--- src/design/bof_pkg.sv ---
// Shared constants for the bit, flag and branch execution slice
package bof_pkg;

    // Operation codes presented by the instruction decoder
    localparam logic [4:0] OP_BRANCH_OVERFLOW_CLEAR = 5'h00;
    localparam logic [4:0] OP_BRANCH_IRQ_ENABLED = 5'h01;
    localparam logic [4:0] OP_BRANCH_IRQ_DISABLED = 5'h02;
    localparam logic [4:0] OP_IO_BIT_SET = 5'h03;
    localparam logic [4:0] OP_IO_BIT_CLEAR = 5'h04;
    localparam logic [4:0] OP_LOGICAL_LEFT_SHIFT = 5'h05;
    localparam logic [4:0] OP_LOGICAL_RIGHT_SHIFT = 5'h06;
    localparam logic [4:0] OP_ROTATE_LEFT_CARRY = 5'h07;
    localparam logic [4:0] OP_ROTATE_RIGHT_CARRY = 5'h08;
    localparam logic [4:0] OP_ARITH_RIGHT_SHIFT = 5'h09;
    localparam logic [4:0] OP_NIBBLE_SWAP = 5'h0A;
    localparam logic [4:0] OP_FLAG_INDEX_SET = 5'h0B;
    localparam logic [4:0] OP_FLAG_INDEX_CLEAR = 5'h0C;
    localparam logic [4:0] OP_BIT_TO_TRANSFER_FLAG = 5'h0D;
    localparam logic [4:0] OP_TRANSFER_FLAG_TO_BIT = 5'h0E;
    localparam logic [4:0] OP_CARRY_SET = 5'h0F;
    localparam logic [4:0] OP_CARRY_CLEAR = 5'h10;
    localparam logic [4:0] OP_NEGATIVE_SET = 5'h11;
    localparam logic [4:0] OP_NEGATIVE_CLEAR = 5'h12;
    localparam logic [4:0] OP_ZERO_FLAG_SET = 5'h13;
    localparam logic [4:0] OP_ZERO_FLAG_CLEAR = 5'h14;
    localparam logic [4:0] OP_GLOBAL_IRQ_ON = 5'h15;
    localparam logic [4:0] OP_GLOBAL_IRQ_OFF = 5'h16;
    localparam logic [4:0] OP_SIGN_FLAG_SET = 5'h17;
    localparam logic [4:0] OP_SIGN_FLAG_CLEAR = 5'h18;

    // Shift unit modes
    localparam logic [2:0] SH_SHL = 3'h0;
    localparam logic [2:0] SH_SHR = 3'h1;
    localparam logic [2:0] SH_RCL = 3'h2;
    localparam logic [2:0] SH_RCR = 3'h3;
    localparam logic [2:0] SH_SAR = 3'h4;

    // Bit positions inside the status register
    localparam int unsigned FLAG_C = 0;
    localparam int unsigned FLAG_Z = 1;
    localparam int unsigned FLAG_N = 2;
    localparam int unsigned FLAG_V = 3;
    localparam int unsigned FLAG_S = 4;
    localparam int unsigned FLAG_H = 5;
    localparam int unsigned FLAG_T = 6;
    localparam int unsigned FLAG_I = 7;

    // Register port offsets
    localparam logic [3:0] REG_STATUS = 4'h0;
    localparam logic [3:0] REG_LAST_RESULT = 4'h1;
    localparam logic [3:0] REG_OP_COUNT = 4'h2;
    localparam logic [3:0] REG_ENGINE_STATE = 4'h3;

    // Values after reset
    localparam logic [7:0] STATUS_RESET = 8'h00;
    localparam logic [7:0] RESULT_RESET = 8'h00;
    localparam logic [7:0] COUNT_RESET = 8'h00;

    // Cycle counts of the multi-cycle operations
    localparam int unsigned BRANCH_TAKEN_CYCLES = 2;
    localparam int unsigned IO_BIT_CYCLES = 2;

    // Sequencer states, one-hot
    typedef enum logic [2:0] {
        ST_IDLE = 3'b001,
        ST_BRANCH_HOLD = 3'b010,
        ST_IO_READ = 3'b100
    } bof_state_type;

endpackage : bof_pkg

--- src/design/bof_shift_unit.sv ---
`timescale 1ns/1ps
`default_nettype none
// Combinational shifter with flag generation
module bof_shift_unit
    import bof_pkg::*;
(
    input wire logic [2:0] mode,
    input wire logic [7:0] value,
    input wire logic carryIn,
    output logic [7:0] result,
    output logic carryOut,
    output logic zeroOut,
    output logic negOut,
    output logic ovfOut
);

    // Shift or rotate by one place, carry taken from the bit that falls out
    always_comb begin
        result = value;
        carryOut = carryIn;
        case (mode)
            SH_SHL: begin
                result = {value[6:0], 1'b0};
                carryOut = value[7];
            end
            SH_SHR: begin
                result = {1'b0, value[7:1]};
                carryOut = value[0];
            end
            SH_RCL: begin
                result = {value[6:0], carryIn};
                carryOut = value[7];
            end
            SH_RCR: begin
                result = {carryIn, value[7:1]};
                carryOut = value[0];
            end
            SH_SAR: begin
                result = {value[7], value[7:1]};
                carryOut = value[0];
            end
            default: begin
                result = value;
                carryOut = carryIn;
            end
        endcase
        // Overflow follows sign xor carry, as for every shift here
        zeroOut = (result == 8'h00);
        negOut = result[7];
        ovfOut = result[7] ^ carryOut;
    end

endmodule : bof_shift_unit
`default_nettype wire

--- src/design/bof_exec_unit.sv ---
// Design decisions made here: the plain strobed port and the placing of the registers.
`timescale 1ns/1ps
`default_nettype none
// Summary of operation
// - Overflow clear branch: jump when overflow zero
// - Interrupts enabled branch: jump when I set
// - Interrupts disabled branch: jump when I clear
// - I/O bit set, two cycles, flags untouched
// - I/O bit clear, two cycles, flags untouched
// - Left shift, zero into bit 0
// - Right shift, zero into bit 7
// - Rotate left through carry, updates flags
// - Rotate right through carry, updates flags
// - Arithmetic right shift keeps bit 7
// - Register bit copied into transfer flag
// - Transfer flag copied into register bit
// - Sign flag set and clear, one cycle
module bof_exec_unit
    import bof_pkg::*;
#(
    parameter int unsigned PC_W = 16,
    parameter int unsigned IO_ADDR_W = 6
) (
    input wire logic clk_sys,
    input wire logic resetn,
    // Decoded operation from the decoder
    input wire logic opValid,
    input wire logic [4:0] opCode,
    input wire logic [2:0] opBitSel,
    input wire logic [6:0] opOffset,
    input wire logic [PC_W-1:0] pcIn,
    input wire logic [IO_ADDR_W-1:0] opIoAddr,
    input wire logic [4:0] opRegAddr,
    input wire logic [7:0] opRegValue,
    output logic opReady,
    // Program counter load
    output logic pcLoad,
    output logic [PC_W-1:0] pcTarget,
    // Working register write back
    output logic regWrEn,
    output logic [4:0] regWrAddr,
    output logic [7:0] regWrData,
    // I/O space access
    output logic ioRdEn,
    output logic ioWrEn,
    output logic [IO_ADDR_W-1:0] ioAddr,
    input wire logic [7:0] ioRdData,
    output logic [7:0] ioWrData,
    // Status register as seen by the rest of the core
    output logic [7:0] statusOut,
    // Software register port
    input wire logic [3:0] busAddr,
    input wire logic [7:0] busWrData,
    input wire logic busWrite,
    input wire logic busRead,
    output logic [7:0] busRdData
);

    // Sequencer state
    bof_state_type state_q;
    bof_state_type state_d;
    // Status register flags
    logic [7:0] status_q;
    logic [7:0] status_d;
    // Held I/O bit operation for the read-modify-write
    logic ioSetPending_q;
    logic [2:0] ioBit_q;
    // Last value written to a working register
    logic [7:0] lastResult_q;
    // Count of accepted operations, wraps
    logic [7:0] opCount_q;
    // Registered outputs
    logic opReady_q;
    logic pcLoad_q;
    logic [PC_W-1:0] pcTarget_q;
    logic regWrEn_q;
    logic [4:0] regWrAddr_q;
    logic [7:0] regWrData_q;
    logic ioRdEn_q;
    logic ioWrEn_q;
    logic [IO_ADDR_W-1:0] ioAddr_q;
    logic [7:0] ioWrData_q;
    logic [7:0] busRdData_q;
    // Decoded helpers
    logic accept;
    logic branchTaken;
    logic isBranch;
    logic isShift;
    logic [2:0] shiftMode;
    logic [7:0] shiftResult;
    logic shiftCarry;
    logic shiftZero;
    logic shiftNeg;
    logic shiftOvf;
    logic [7:0] statusBase;

    // Force one bit of a byte to a given value
    function automatic logic [7:0] putBit(input logic [7:0] value, input logic [2:0] pos, input logic bitVal);
        logic [7:0] mask;
        mask = 8'h01 << pos;
        putBit = bitVal ? (value | mask) : (value & ~mask);
    endfunction : putBit

    // Relative target: offset is signed two's complement, plus one word
    function automatic logic [PC_W-1:0] branchTarget(input logic [PC_W-1:0] pc, input logic [6:0] offs);
        logic [PC_W-1:0] extended;
        extended = {{(PC_W-7){offs[6]}}, offs};
        branchTarget = PC_W'(pc + extended + PC_W'(1));
    endfunction : branchTarget

    // A new operation is taken only when the sequencer has room
    assign accept = opValid && opReady_q;

    // Branch condition evaluation from the current flags
    always_comb begin
        isBranch = 1'b0;
        branchTaken = 1'b0;
        case (opCode)
            OP_BRANCH_OVERFLOW_CLEAR: begin
                isBranch = 1'b1;
                branchTaken = ~status_q[FLAG_V];
            end
            OP_BRANCH_IRQ_ENABLED: begin
                isBranch = 1'b1;
                branchTaken = status_q[FLAG_I];
            end
            OP_BRANCH_IRQ_DISABLED: begin
                isBranch = 1'b1;
                branchTaken = ~status_q[FLAG_I];
            end
            default: begin
                isBranch = 1'b0;
                branchTaken = 1'b0;
            end
        endcase
    end

    // Shift mode selection
    always_comb begin
        isShift = 1'b1;
        shiftMode = SH_SHL;
        case (opCode)
            OP_LOGICAL_LEFT_SHIFT: shiftMode = SH_SHL;
            OP_LOGICAL_RIGHT_SHIFT: shiftMode = SH_SHR;
            OP_ROTATE_LEFT_CARRY: shiftMode = SH_RCL;
            OP_ROTATE_RIGHT_CARRY: shiftMode = SH_RCR;
            OP_ARITH_RIGHT_SHIFT: shiftMode = SH_SAR;
            default: isShift = 1'b0;
        endcase
    end

    // Shared shifter, old carry feeds the rotates
    bof_shift_unit u_shift (
        .mode(shiftMode),
        .value(opRegValue),
        .carryIn(status_q[FLAG_C]),
        .result(shiftResult),
        .carryOut(shiftCarry),
        .zeroOut(shiftZero),
        .negOut(shiftNeg),
        .ovfOut(shiftOvf)
    );

    // Next status: a software write lands first, an instruction's own
    // flag update then overrides the bits it owns in the same cycle
    always_comb begin
        statusBase = (busWrite && busAddr == REG_STATUS) ? busWrData : status_q;
        status_d = statusBase;
        if (accept) begin
            if (isShift) begin
                status_d[FLAG_Z] = shiftZero;
                status_d[FLAG_C] = shiftCarry;
                status_d[FLAG_N] = shiftNeg;
                status_d[FLAG_V] = shiftOvf;
            end else begin
                case (opCode)
                    OP_FLAG_INDEX_SET: status_d = putBit(statusBase, opBitSel, 1'b1);
                    OP_FLAG_INDEX_CLEAR: status_d = putBit(statusBase, opBitSel, 1'b0);
                    OP_BIT_TO_TRANSFER_FLAG: status_d[FLAG_T] = opRegValue[opBitSel];
                    OP_CARRY_SET: status_d[FLAG_C] = 1'b1;
                    OP_CARRY_CLEAR: status_d[FLAG_C] = 1'b0;
                    OP_NEGATIVE_SET: status_d[FLAG_N] = 1'b1;
                    OP_NEGATIVE_CLEAR: status_d[FLAG_N] = 1'b0;
                    OP_ZERO_FLAG_SET: status_d[FLAG_Z] = 1'b1;
                    OP_ZERO_FLAG_CLEAR: status_d[FLAG_Z] = 1'b0;
                    OP_GLOBAL_IRQ_ON: status_d[FLAG_I] = 1'b1;
                    OP_GLOBAL_IRQ_OFF: status_d[FLAG_I] = 1'b0;
                    OP_SIGN_FLAG_SET: status_d[FLAG_S] = 1'b1;
                    OP_SIGN_FLAG_CLEAR: status_d[FLAG_S] = 1'b0;
                    // Branches, I/O bit ops, swap and bit load leave flags alone
                    default: status_d = statusBase;
                endcase
            end
        end
    end

    // Status register
    always_ff @(posedge clk_sys or negedge resetn) begin
        if (!resetn) begin
            status_q <= STATUS_RESET;
        end else begin
            status_q <= status_d;
        end
    end

    // Sequencer next state
    always_comb begin
        state_d = state_q;
        case (state_q)
            ST_IDLE: begin
                if (accept && isBranch && branchTaken) begin
                    state_d = ST_BRANCH_HOLD;
                end else if (accept && (opCode == OP_IO_BIT_SET || opCode == OP_IO_BIT_CLEAR)) begin
                    state_d = ST_IO_READ;
                end
            end
            // Second cycle of a taken branch, nothing else to do
            ST_BRANCH_HOLD: state_d = ST_IDLE;
            // Read data arrives now, the write goes out next cycle
            ST_IO_READ: state_d = ST_IDLE;
            default: state_d = ST_IDLE;
        endcase
    end

    // Sequencer state register
    always_ff @(posedge clk_sys or negedge resetn) begin
        if (!resetn) begin
            state_q <= ST_IDLE;
        end else begin
            state_q <= state_d;
        end
    end

    // Ready is dropped for the extra cycle of two-cycle operations
    always_ff @(posedge clk_sys or negedge resetn) begin
        if (!resetn) begin
            opReady_q <= 1'b1;
        end else begin
            opReady_q <= (state_d == ST_IDLE);
        end
    end

    // Program counter load, one pulse on a taken branch
    always_ff @(posedge clk_sys or negedge resetn) begin
        if (!resetn) begin
            pcLoad_q <= 1'b0;
            pcTarget_q <= '0;
        end else begin
            pcLoad_q <= accept && isBranch && branchTaken;
            if (accept && isBranch && branchTaken) begin
                pcTarget_q <= branchTarget(pcIn, opOffset);
            end
        end
    end

    // I/O read-modify-write: read strobe first, then the write
    // The other bits are written back as read, so a register with
    // read-sensitive bits sees exactly one read and one write
    always_ff @(posedge clk_sys or negedge resetn) begin
        if (!resetn) begin
            ioRdEn_q <= 1'b0;
            ioWrEn_q <= 1'b0;
            ioAddr_q <= '0;
            ioWrData_q <= 8'h00;
            ioSetPending_q <= 1'b0;
            ioBit_q <= 3'h0;
        end else begin
            ioRdEn_q <= 1'b0;
            ioWrEn_q <= 1'b0;
            if (accept && (opCode == OP_IO_BIT_SET || opCode == OP_IO_BIT_CLEAR)) begin
                ioRdEn_q <= 1'b1;
                ioAddr_q <= opIoAddr;
                ioBit_q <= opBitSel;
                ioSetPending_q <= (opCode == OP_IO_BIT_SET);
            end
            if (state_q == ST_IO_READ) begin
                ioWrEn_q <= 1'b1;
                ioWrData_q <= putBit(ioRdData, ioBit_q, ioSetPending_q);
            end
        end
    end

    // Working register write back for shifts, swap and bit load
    always_ff @(posedge clk_sys or negedge resetn) begin
        if (!resetn) begin
            regWrEn_q <= 1'b0;
            regWrAddr_q <= 5'h00;
            regWrData_q <= 8'h00;
        end else begin
            regWrEn_q <= 1'b0;
            if (accept && isShift) begin
                regWrEn_q <= 1'b1;
                regWrAddr_q <= opRegAddr;
                regWrData_q <= shiftResult;
            end else if (accept && opCode == OP_NIBBLE_SWAP) begin
                regWrEn_q <= 1'b1;
                regWrAddr_q <= opRegAddr;
                regWrData_q <= {opRegValue[3:0], opRegValue[7:4]};
            end else if (accept && opCode == OP_TRANSFER_FLAG_TO_BIT) begin
                regWrEn_q <= 1'b1;
                regWrAddr_q <= opRegAddr;
                regWrData_q <= putBit(opRegValue, opBitSel, status_q[FLAG_T]);
            end
        end
    end

    // Last result and operation counter, visible to software
    always_ff @(posedge clk_sys or negedge resetn) begin
        if (!resetn) begin
            lastResult_q <= RESULT_RESET;
            opCount_q <= COUNT_RESET;
        end else begin
            if (regWrEn_q) begin
                lastResult_q <= regWrData_q;
            end
            if (accept) begin
                opCount_q <= 8'(opCount_q + 8'h01);
            end
        end
    end

    // Register read port, data stands the cycle after the strobe
    always_ff @(posedge clk_sys or negedge resetn) begin
        if (!resetn) begin
            busRdData_q <= 8'h00;
        end else begin
            busRdData_q <= 8'h00;
            if (busRead) begin
                if (busAddr == REG_STATUS) begin
                    busRdData_q <= status_q;
                end else if (busAddr == REG_LAST_RESULT) begin
                    busRdData_q <= lastResult_q;
                end else if (busAddr == REG_OP_COUNT) begin
                    busRdData_q <= opCount_q;
                end else if (busAddr == REG_ENGINE_STATE) begin
                    busRdData_q <= {5'h00, state_q};
                end else begin
                    // Unmapped offsets read as zero
                    busRdData_q <= 8'h00;
                end
            end
        end
    end

    // Outputs straight from flip-flops
    assign opReady = opReady_q;
    assign pcLoad = pcLoad_q;
    assign pcTarget = pcTarget_q;
    assign regWrEn = regWrEn_q;
    assign regWrAddr = regWrAddr_q;
    assign regWrData = regWrData_q;
    assign ioRdEn = ioRdEn_q;
    assign ioWrEn = ioWrEn_q;
    assign ioAddr = ioAddr_q;
    assign ioWrData = ioWrData_q;
    assign statusOut = status_q;
    assign busRdData = busRdData_q;

endmodule : bof_exec_unit
`default_nettype wire

--- config.mk ---
export PLATFORM = sky130hd
export DESIGN_NAME = bof_exec_unit
export DESIGN_NICKNAME = d
export VERILOG_FILES = /design/src/design/bof_pkg.sv /design/src/design/bof_shift_unit.sv /design/src/design/bof_exec_unit.sv
export SDC_FILE = /design/constraint.sdc
export NUM_CORES = 1
export LEC_CHECK = 0
export BUFFER_PORTS_ARGS = -buffer_cell sky130_fd_sc_hd__buf_2
export CORE_MARGIN = 2
export CORE_UTILIZATION = 49
export DETAILED_ROUTE_END_ITERATION = 10
export HOLD_SLACK_MARGIN = 0.06
export PLACE_DENSITY = 0.77
export RECOVER_POWER = 50
export SETUP_SLACK_MARGIN = 0.15
export SLEW_MARGIN = 30
export SYNTH_ARGS = -nofsm -noshare
export SYNTH_HDL_FRONTEND = slang
export SYNTH_HIERARCHICAL = 1
export SYNTH_SLANG_ARGS = --single-unit
--- constraint.sdc ---
create_clock -name clk_sys -period 2 [get_ports clk_sys]
set_clock_uncertainty 0.1 [all_clocks]
set_input_delay 0.6 -clock clk_sys [delete_from_list [all_inputs] [get_ports clk_sys]]
set_output_delay 0.6 -clock clk_sys [all_outputs]
set_load 0.01 [all_outputs]
Yosys cells after proc, flatten, opt, wreduce, memory -nomap -nowiden
Cells that the tools add are included.
{ "classes": {"n_lt_le_gt_ge": 1, "n_addsub": 3, "bitwise": 11, "eq_ne": 34, "n_mux": 41, "shift": 2, "reduce_logical": 18} }
{ "ops": {"columns": ["operator", "n"], "rows": [
  ["$mux W8", 11],
  ["$eq A5 B5 Y1 const B", 9],
  ["$eq A5 B4 Y1 const B", 8],
  ["$pmux W8 S5", 1],
  ["$and A8 B8 Y8", 3],
  ["$or A8 B8 Y8", 3],
  ["$eq A5 B3 Y1 const B", 4],
  ["$pmux W1 S4", 5],
  ["$add A16 B1 Y16 const B", 1],
  ["$add A16 B16 Y16", 1],
  ["$not A8 Y8", 2],
  ["$shl A1 B3 Y8 const A", 2],
  ["$mux W5", 3],
  ["$mux W3", 4],
  ["$pmux W3 S4", 1],
  ["$eq A5 B2 Y1 const B", 2],
  ["$eq A3 B1 Y1 const B", 3],
  ["$add A8 B1 Y8 const B", 1],
  ["$eq A4 B2 Y1 const B", 2],
  ["$logic_and A1 B1 Y1", 8],
  ["$logic_not A8 Y1", 1],
  ["$mux W1", 8],
  ["$mux W4", 2],
  ["$eq A3 B2 Y1 const B", 2],
  ["other kinds (17)", 23]
]} }
{ "totals": {"output_inout_bits": 64, "reg_bits": 87, "input_bits": 75, "word_cells": 127} }

Depth between registers and ports, before layout
{ "logic_depth": {"ltp_word": 8, "depth_mapped": 13, "depth_no_buf": 11} }

Hierarchy
Netlist, hierarchy kept.
{ "modules_own_cells": {"columns": ["mod", "seq_area_each_um2", "area_each_um2", "n_inst", "cells_per_inst"], "rows": [
  ["bof_exec_unit", 2179.6, 5332.6, 1, 571],
  ["bof_shift_unit", 0.0, 415.4, 1, 65]
]} }

Worst setup path before layout
Ideal clock, no wire load.
{ "synth_path": {"kind": "input to register", "start": "input opCode[2]", "end": "register status_q[1] (netlist: statusOut[1])", "setup_time_ns": 0.071, "path_buffers": 3, "required_ns": 1.829, "arrival_ns": 2.461, "cell_stages": 10, "path_slack_ns": -0.633, "path_cell_list": "buf_4 > buf_2 > nor4_1 > clkbuf_4 > o21ai_2 > a211o_1 > nor4_1 > and4bb_1 > o21ai_0 > nor2_1"} }
{ "synth_via": {"elab_chain_len": 7, "elab_cells_between_ends": 22, "cone_classes": "eq/ne (13); mux (6); reduce/logical (3)"} }
{ "synth_lines": {"columns": ["element", "line_no", "source"], "rows": [
  ["start: declaration", "bof_exec_unit.sv:28", "input wire logic [4:0] opCode,"],
  ["$eq A5 B4 Y1 / $eq A5 B3 Y1 (equally long branches)", "bof_exec_unit.sv:142", "case (opCode)"],
  ["$pmux W3 S4 (*)", "bof_exec_unit.sv:142", null],
  ["via shiftMode[2]", "bof_exec_unit.sv:89", "logic [2:0] shiftMode;"],
  ["$eq A3 B3 Y1, or another cell as far along", "bof_shift_unit.sv:21", "case (mode)"],
  ["$pmux W8 S5 (*)", "bof_shift_unit.sv:21", null],
  ["via shiftResult[1]", "bof_exec_unit.sv:90", "logic [7:0] shiftResult;"],
  ["$logic_not A8 Y1 (*)", "bof_shift_unit.sv:48", "zeroOut = (result == 8'h00);"],
  ["via shiftZero", "bof_exec_unit.sv:92", "logic shiftZero;"],
  ["$mux W4 (*)", "bof_exec_unit.sv:170", "if (isShift) begin"],
  ["$mux W8 (*)", "bof_exec_unit.sv:169", "if (accept) begin"],
  ["via status_d[1]", "bof_exec_unit.sv:64", "logic [7:0] status_d;"],
  ["end signal: assignment", "bof_exec_unit.sv:202", "status_q <= status_d;"],
  ["end: declaration", "bof_exec_unit.sv:63", "logic [7:0] status_q;"]
]} }
Mark *: on every way through the listed nets, which the timed path passes. The rest lies on a longest branch.
A chain may end at the register's enable or synchronous reset.

Worst setup path in the final report
{ "layout_path": {"start": "input pcIn[0]", "end": "register pcTarget_q[14] (netlist: pcTarget[14])"} }
{ "layout_via": {"elab_chain_len": 2} }
{ "layout_lines": {"columns": ["element", "line_no", "source"], "rows": [
  ["start: declaration", "bof_exec_unit.sv:31", "input wire logic [PC_W-1:0] pcIn,"],
  ["$add A16 B16 Y16", "bof_exec_unit.sv:108", "branchTarget = PC_W'(pc + extended + PC_W'(1));"],
  ["$add A16 B1 Y16", "bof_exec_unit.sv:108", null],
  ["end signal: assignment", "bof_exec_unit.sv:251", "pcTarget_q <= branchTarget(pcIn, opOffset);"],
  ["end: declaration", "bof_exec_unit.sv:75", "logic [PC_W-1:0] pcTarget_q;"]
]} }
Every way passes these cells.

==> out/qor.yml <==
synth_ff_type: "dfrtp_1"
worst-r2r-setup-slack_ns: 0.10
reg2reg_depth: 6
cts_buffer_depth: 2
worst_pin_slew_ns: 1.16
synth_area_um2: 5750
endpoint: "pcTarget[14]$_DFFE_PN0P_"
setup_tns_ns: -2.50
rr_startpoint: "opReady$_DFF_PN1_"
yosysMostFrequentCell: "nand2_1"
layout-drive-gt1-share: 0.496
ys_seq_elements: 87
clkTransAtPathRegs_ns: 0.07
path_class: "in2reg"
r2r-end: "ioBit_q[2]$_DFFE_PN0P_"
antenna_left: 0
ios: 139
rsz0062_at_grt: "yes"
final_core_util: 0.788
overflow: 0
p_per_area_nw_per_um2: 745
synth-edff-count: 0
cts_tree: "done"
hold_violations: 0
worstSetupStartpointType: "primary input"
dp_hpwl_um: 12800
die_w_um: 112
io_buffers: 138
antenna_found_initial: 0
min_period_ns: 2.42
layout_setup_ws_ns: -0.421
ys_warn_count: 6
die_h_um: 112
grt_pass1_wl_um: 29900
yosysTopAreaCell: "dfrtp_1"
hold_depth: 3
crit_start: "pcIn[0]"
start_util: 0.503
wirelength_um: 22500
num_vias: 6578
violations: "negative setup slack"
cts-root-buf: "clkbuf_16"
ir_drop_mv: 0.710
grt_start_max_net_pins: 40
outcome: "complete, but fails checks"
first_global_vias: 6105
async_flop_share: 1.00
grt_util_all_layers: 0.293
endpoint_kind: "flip-flop"
yosys.area.top_type_share: 0.370
rows: 39
first_iter_violations: 982
dieArea_um2: 12600
clock_sinks: 87
cp.arrival_ns: 2.54
syn_inst: 636
gp_congestion: 0.960
cts_buffers: 9
avgRoutedWirePerCell_um: 21.4
seq_area_frac_synth: 0.379
cap_violations: 0
h-tree-depth: 3
fin_nets: 995
n_antenna_cell: 0
setup_violations: 17
synth_top_cells_by_count: "87 x nand2_1, 85 x dfrtp_1, 44 x mux2i_1"
clk_latency_ns: 0.35
max_freq_ghz: 0.413
core_um2: 11400
drc_errors: 0
syn-num-nets: 728
dr.pass1.iters: 6
crit_path_max_fanout: 2
fin_crit_sh: 1.21
leakagePower_uw: 0.00420
slew_violations: 0
syn_to_final_growth_pct: 56.5
relSlewSlack: 0.227
synth_area_leaders: "dfrtp_1 37%, mux2i_1 7.7%, nand2_1 5.7%"
synth_cell_type_count: 77
via_per_inst: 6.26
hold_class: "in2reg"
worstPathRequired_ns: 2.11
syn_avg_cell_area_um2: 9.04
[per-stage QoR]
step	hold slack, ns	std cells	power, uW	area [um2]	setup slack [ns]
floorplan	0.204	636	3460	6010	-0.436
global placement	0.352	989	4160	7490	-0.535
detailed placement	0.359	989	4260	7490	-0.605
CTS	0.336	1030	6360	8290	-0.131
global route	0.345	1051	6980	9000	-0.471
finish	0.343	1051	6700	9000	-0.421
[worst min-delay path by stage]
stage | start | to | slack [ns]
global route | opRegAddr[0] | regWrAddr[0]$_DFFE_PN0P_ | 0.34
detailed placement | regWrAddr[1]$_DFFE_PN0P_ | regWrAddr[1]$_DFFE_PN0P_ | 0.36
CTS | opRegAddr[0] | regWrAddr[0]$_DFFE_PN0P_ | 0.34
floorplan | resetn | busRdData[0]$_DFF_PN0_ | 0.20
finish | opRegAddr[0] | regWrAddr[0]$_DFFE_PN0P_ | 0.34
global placement | regWrAddr[1]$_DFFE_PN0P_ | regWrAddr[1]$_DFFE_PN0P_ | 0.35
[report_power, final]
group / total [uW] / switching [uW] / internal (uW)
clock network: 1990 / 756 / 1240
logic: 2260 / 1160 / 1100
registers: 2450 / 319 / 2130
[worst max-delay path, stage by stage]
cell and delay (ns):
buf_8 0.09, inv_12 0.03, ha_4 0.15, fa_2 0.38, nor2b_4 0.19, o21ai_4 0.08, a31oi_4 0.18, nand4_1 0.18
o31ai_2 0.30, xnor2_1 0.22, o21ai_1 0.13
[sequential cells by signal, summed over array words and instances, names as in the netlist, 5 cells and up]
name	flops
regWrAddr	5
ioWrData	8
lastResult_q	8
opCount_q	8
ioAddr	6
statusOut	8
regWrData	8
busRdData	8
pcTarget	16
[final cells by class]
| cell class | count | area (um2) |
|---|---|---|
| clock buffers | 9 | 225 |
| clock inverters | 7 | 126 |
| inverters | 20 | 105 |
| repair buffers | 295 | 2250 |
| multi-input cells | 490 | 3930 |
| fillers | 650 | 2420 |
| well taps | 143 | 179 |
| flip-flops and latches | 87 | 2180 |
[cell families after synthesis]
group,Yosys count,synth area share
simple gates,213,0.189
compound gates,173,0.192
flops,87,0.379
mux,63,0.114
buf+inv,60,0.0529
xor+xnor,22,0.0335
fa+ha+maj,18,0.0401
[placed cells by master (no fill, tap or decap), types with 7 or more instances in the layout]
master / netlist / routed
buf_2: 12 / 127
buf_4: 6 / 106
dfrtp_1: 85 / 84
nand2_1: 87 / 73
a21oi_1: 43 / 38
mux2i_1: 44 / 37
o21ai_1: 39 / 37
buf_6: 5 / 36
nor2_1: 31 / 26
o21ai_0: 23 / 15
xnor2_1: 15 / 14
mux2_2: 13 / 13
inv_1: 16 / 12
nor2b_1: 18 / 12
o21ai_2: 3 / 12
clkbuf_16: 0 / 12
buf_12: 0 / 11
ha_4: 0 / 10
nand2_2: 0 / 9
nand2b_1: 11 / 9
nand3_1: 14 / 9
nor3b_1: 7 / 8
nand3b_1: 7 / 7
o21a_1: 7 / 7
[per-layer routing]
layer,track usage,up-vias,share of wire
met5,0,-,0
met4,0.124,0,0.063
met3,0.0421,154,0.083
met2,0.509,502,0.49
met1,0.365,3116,0.37
li1,-,2806,-
[timing repair]
action                                  CTS  global route
endpoints found under the hold margin     9             0
setup buffers                            22            16
hold buffers                              1             0
endpoints found under the setup margin   41            50
resized for setup                        61           116
cloned                                    2             6
pin swaps                                35            38
(Power assumes the default switching activity.)
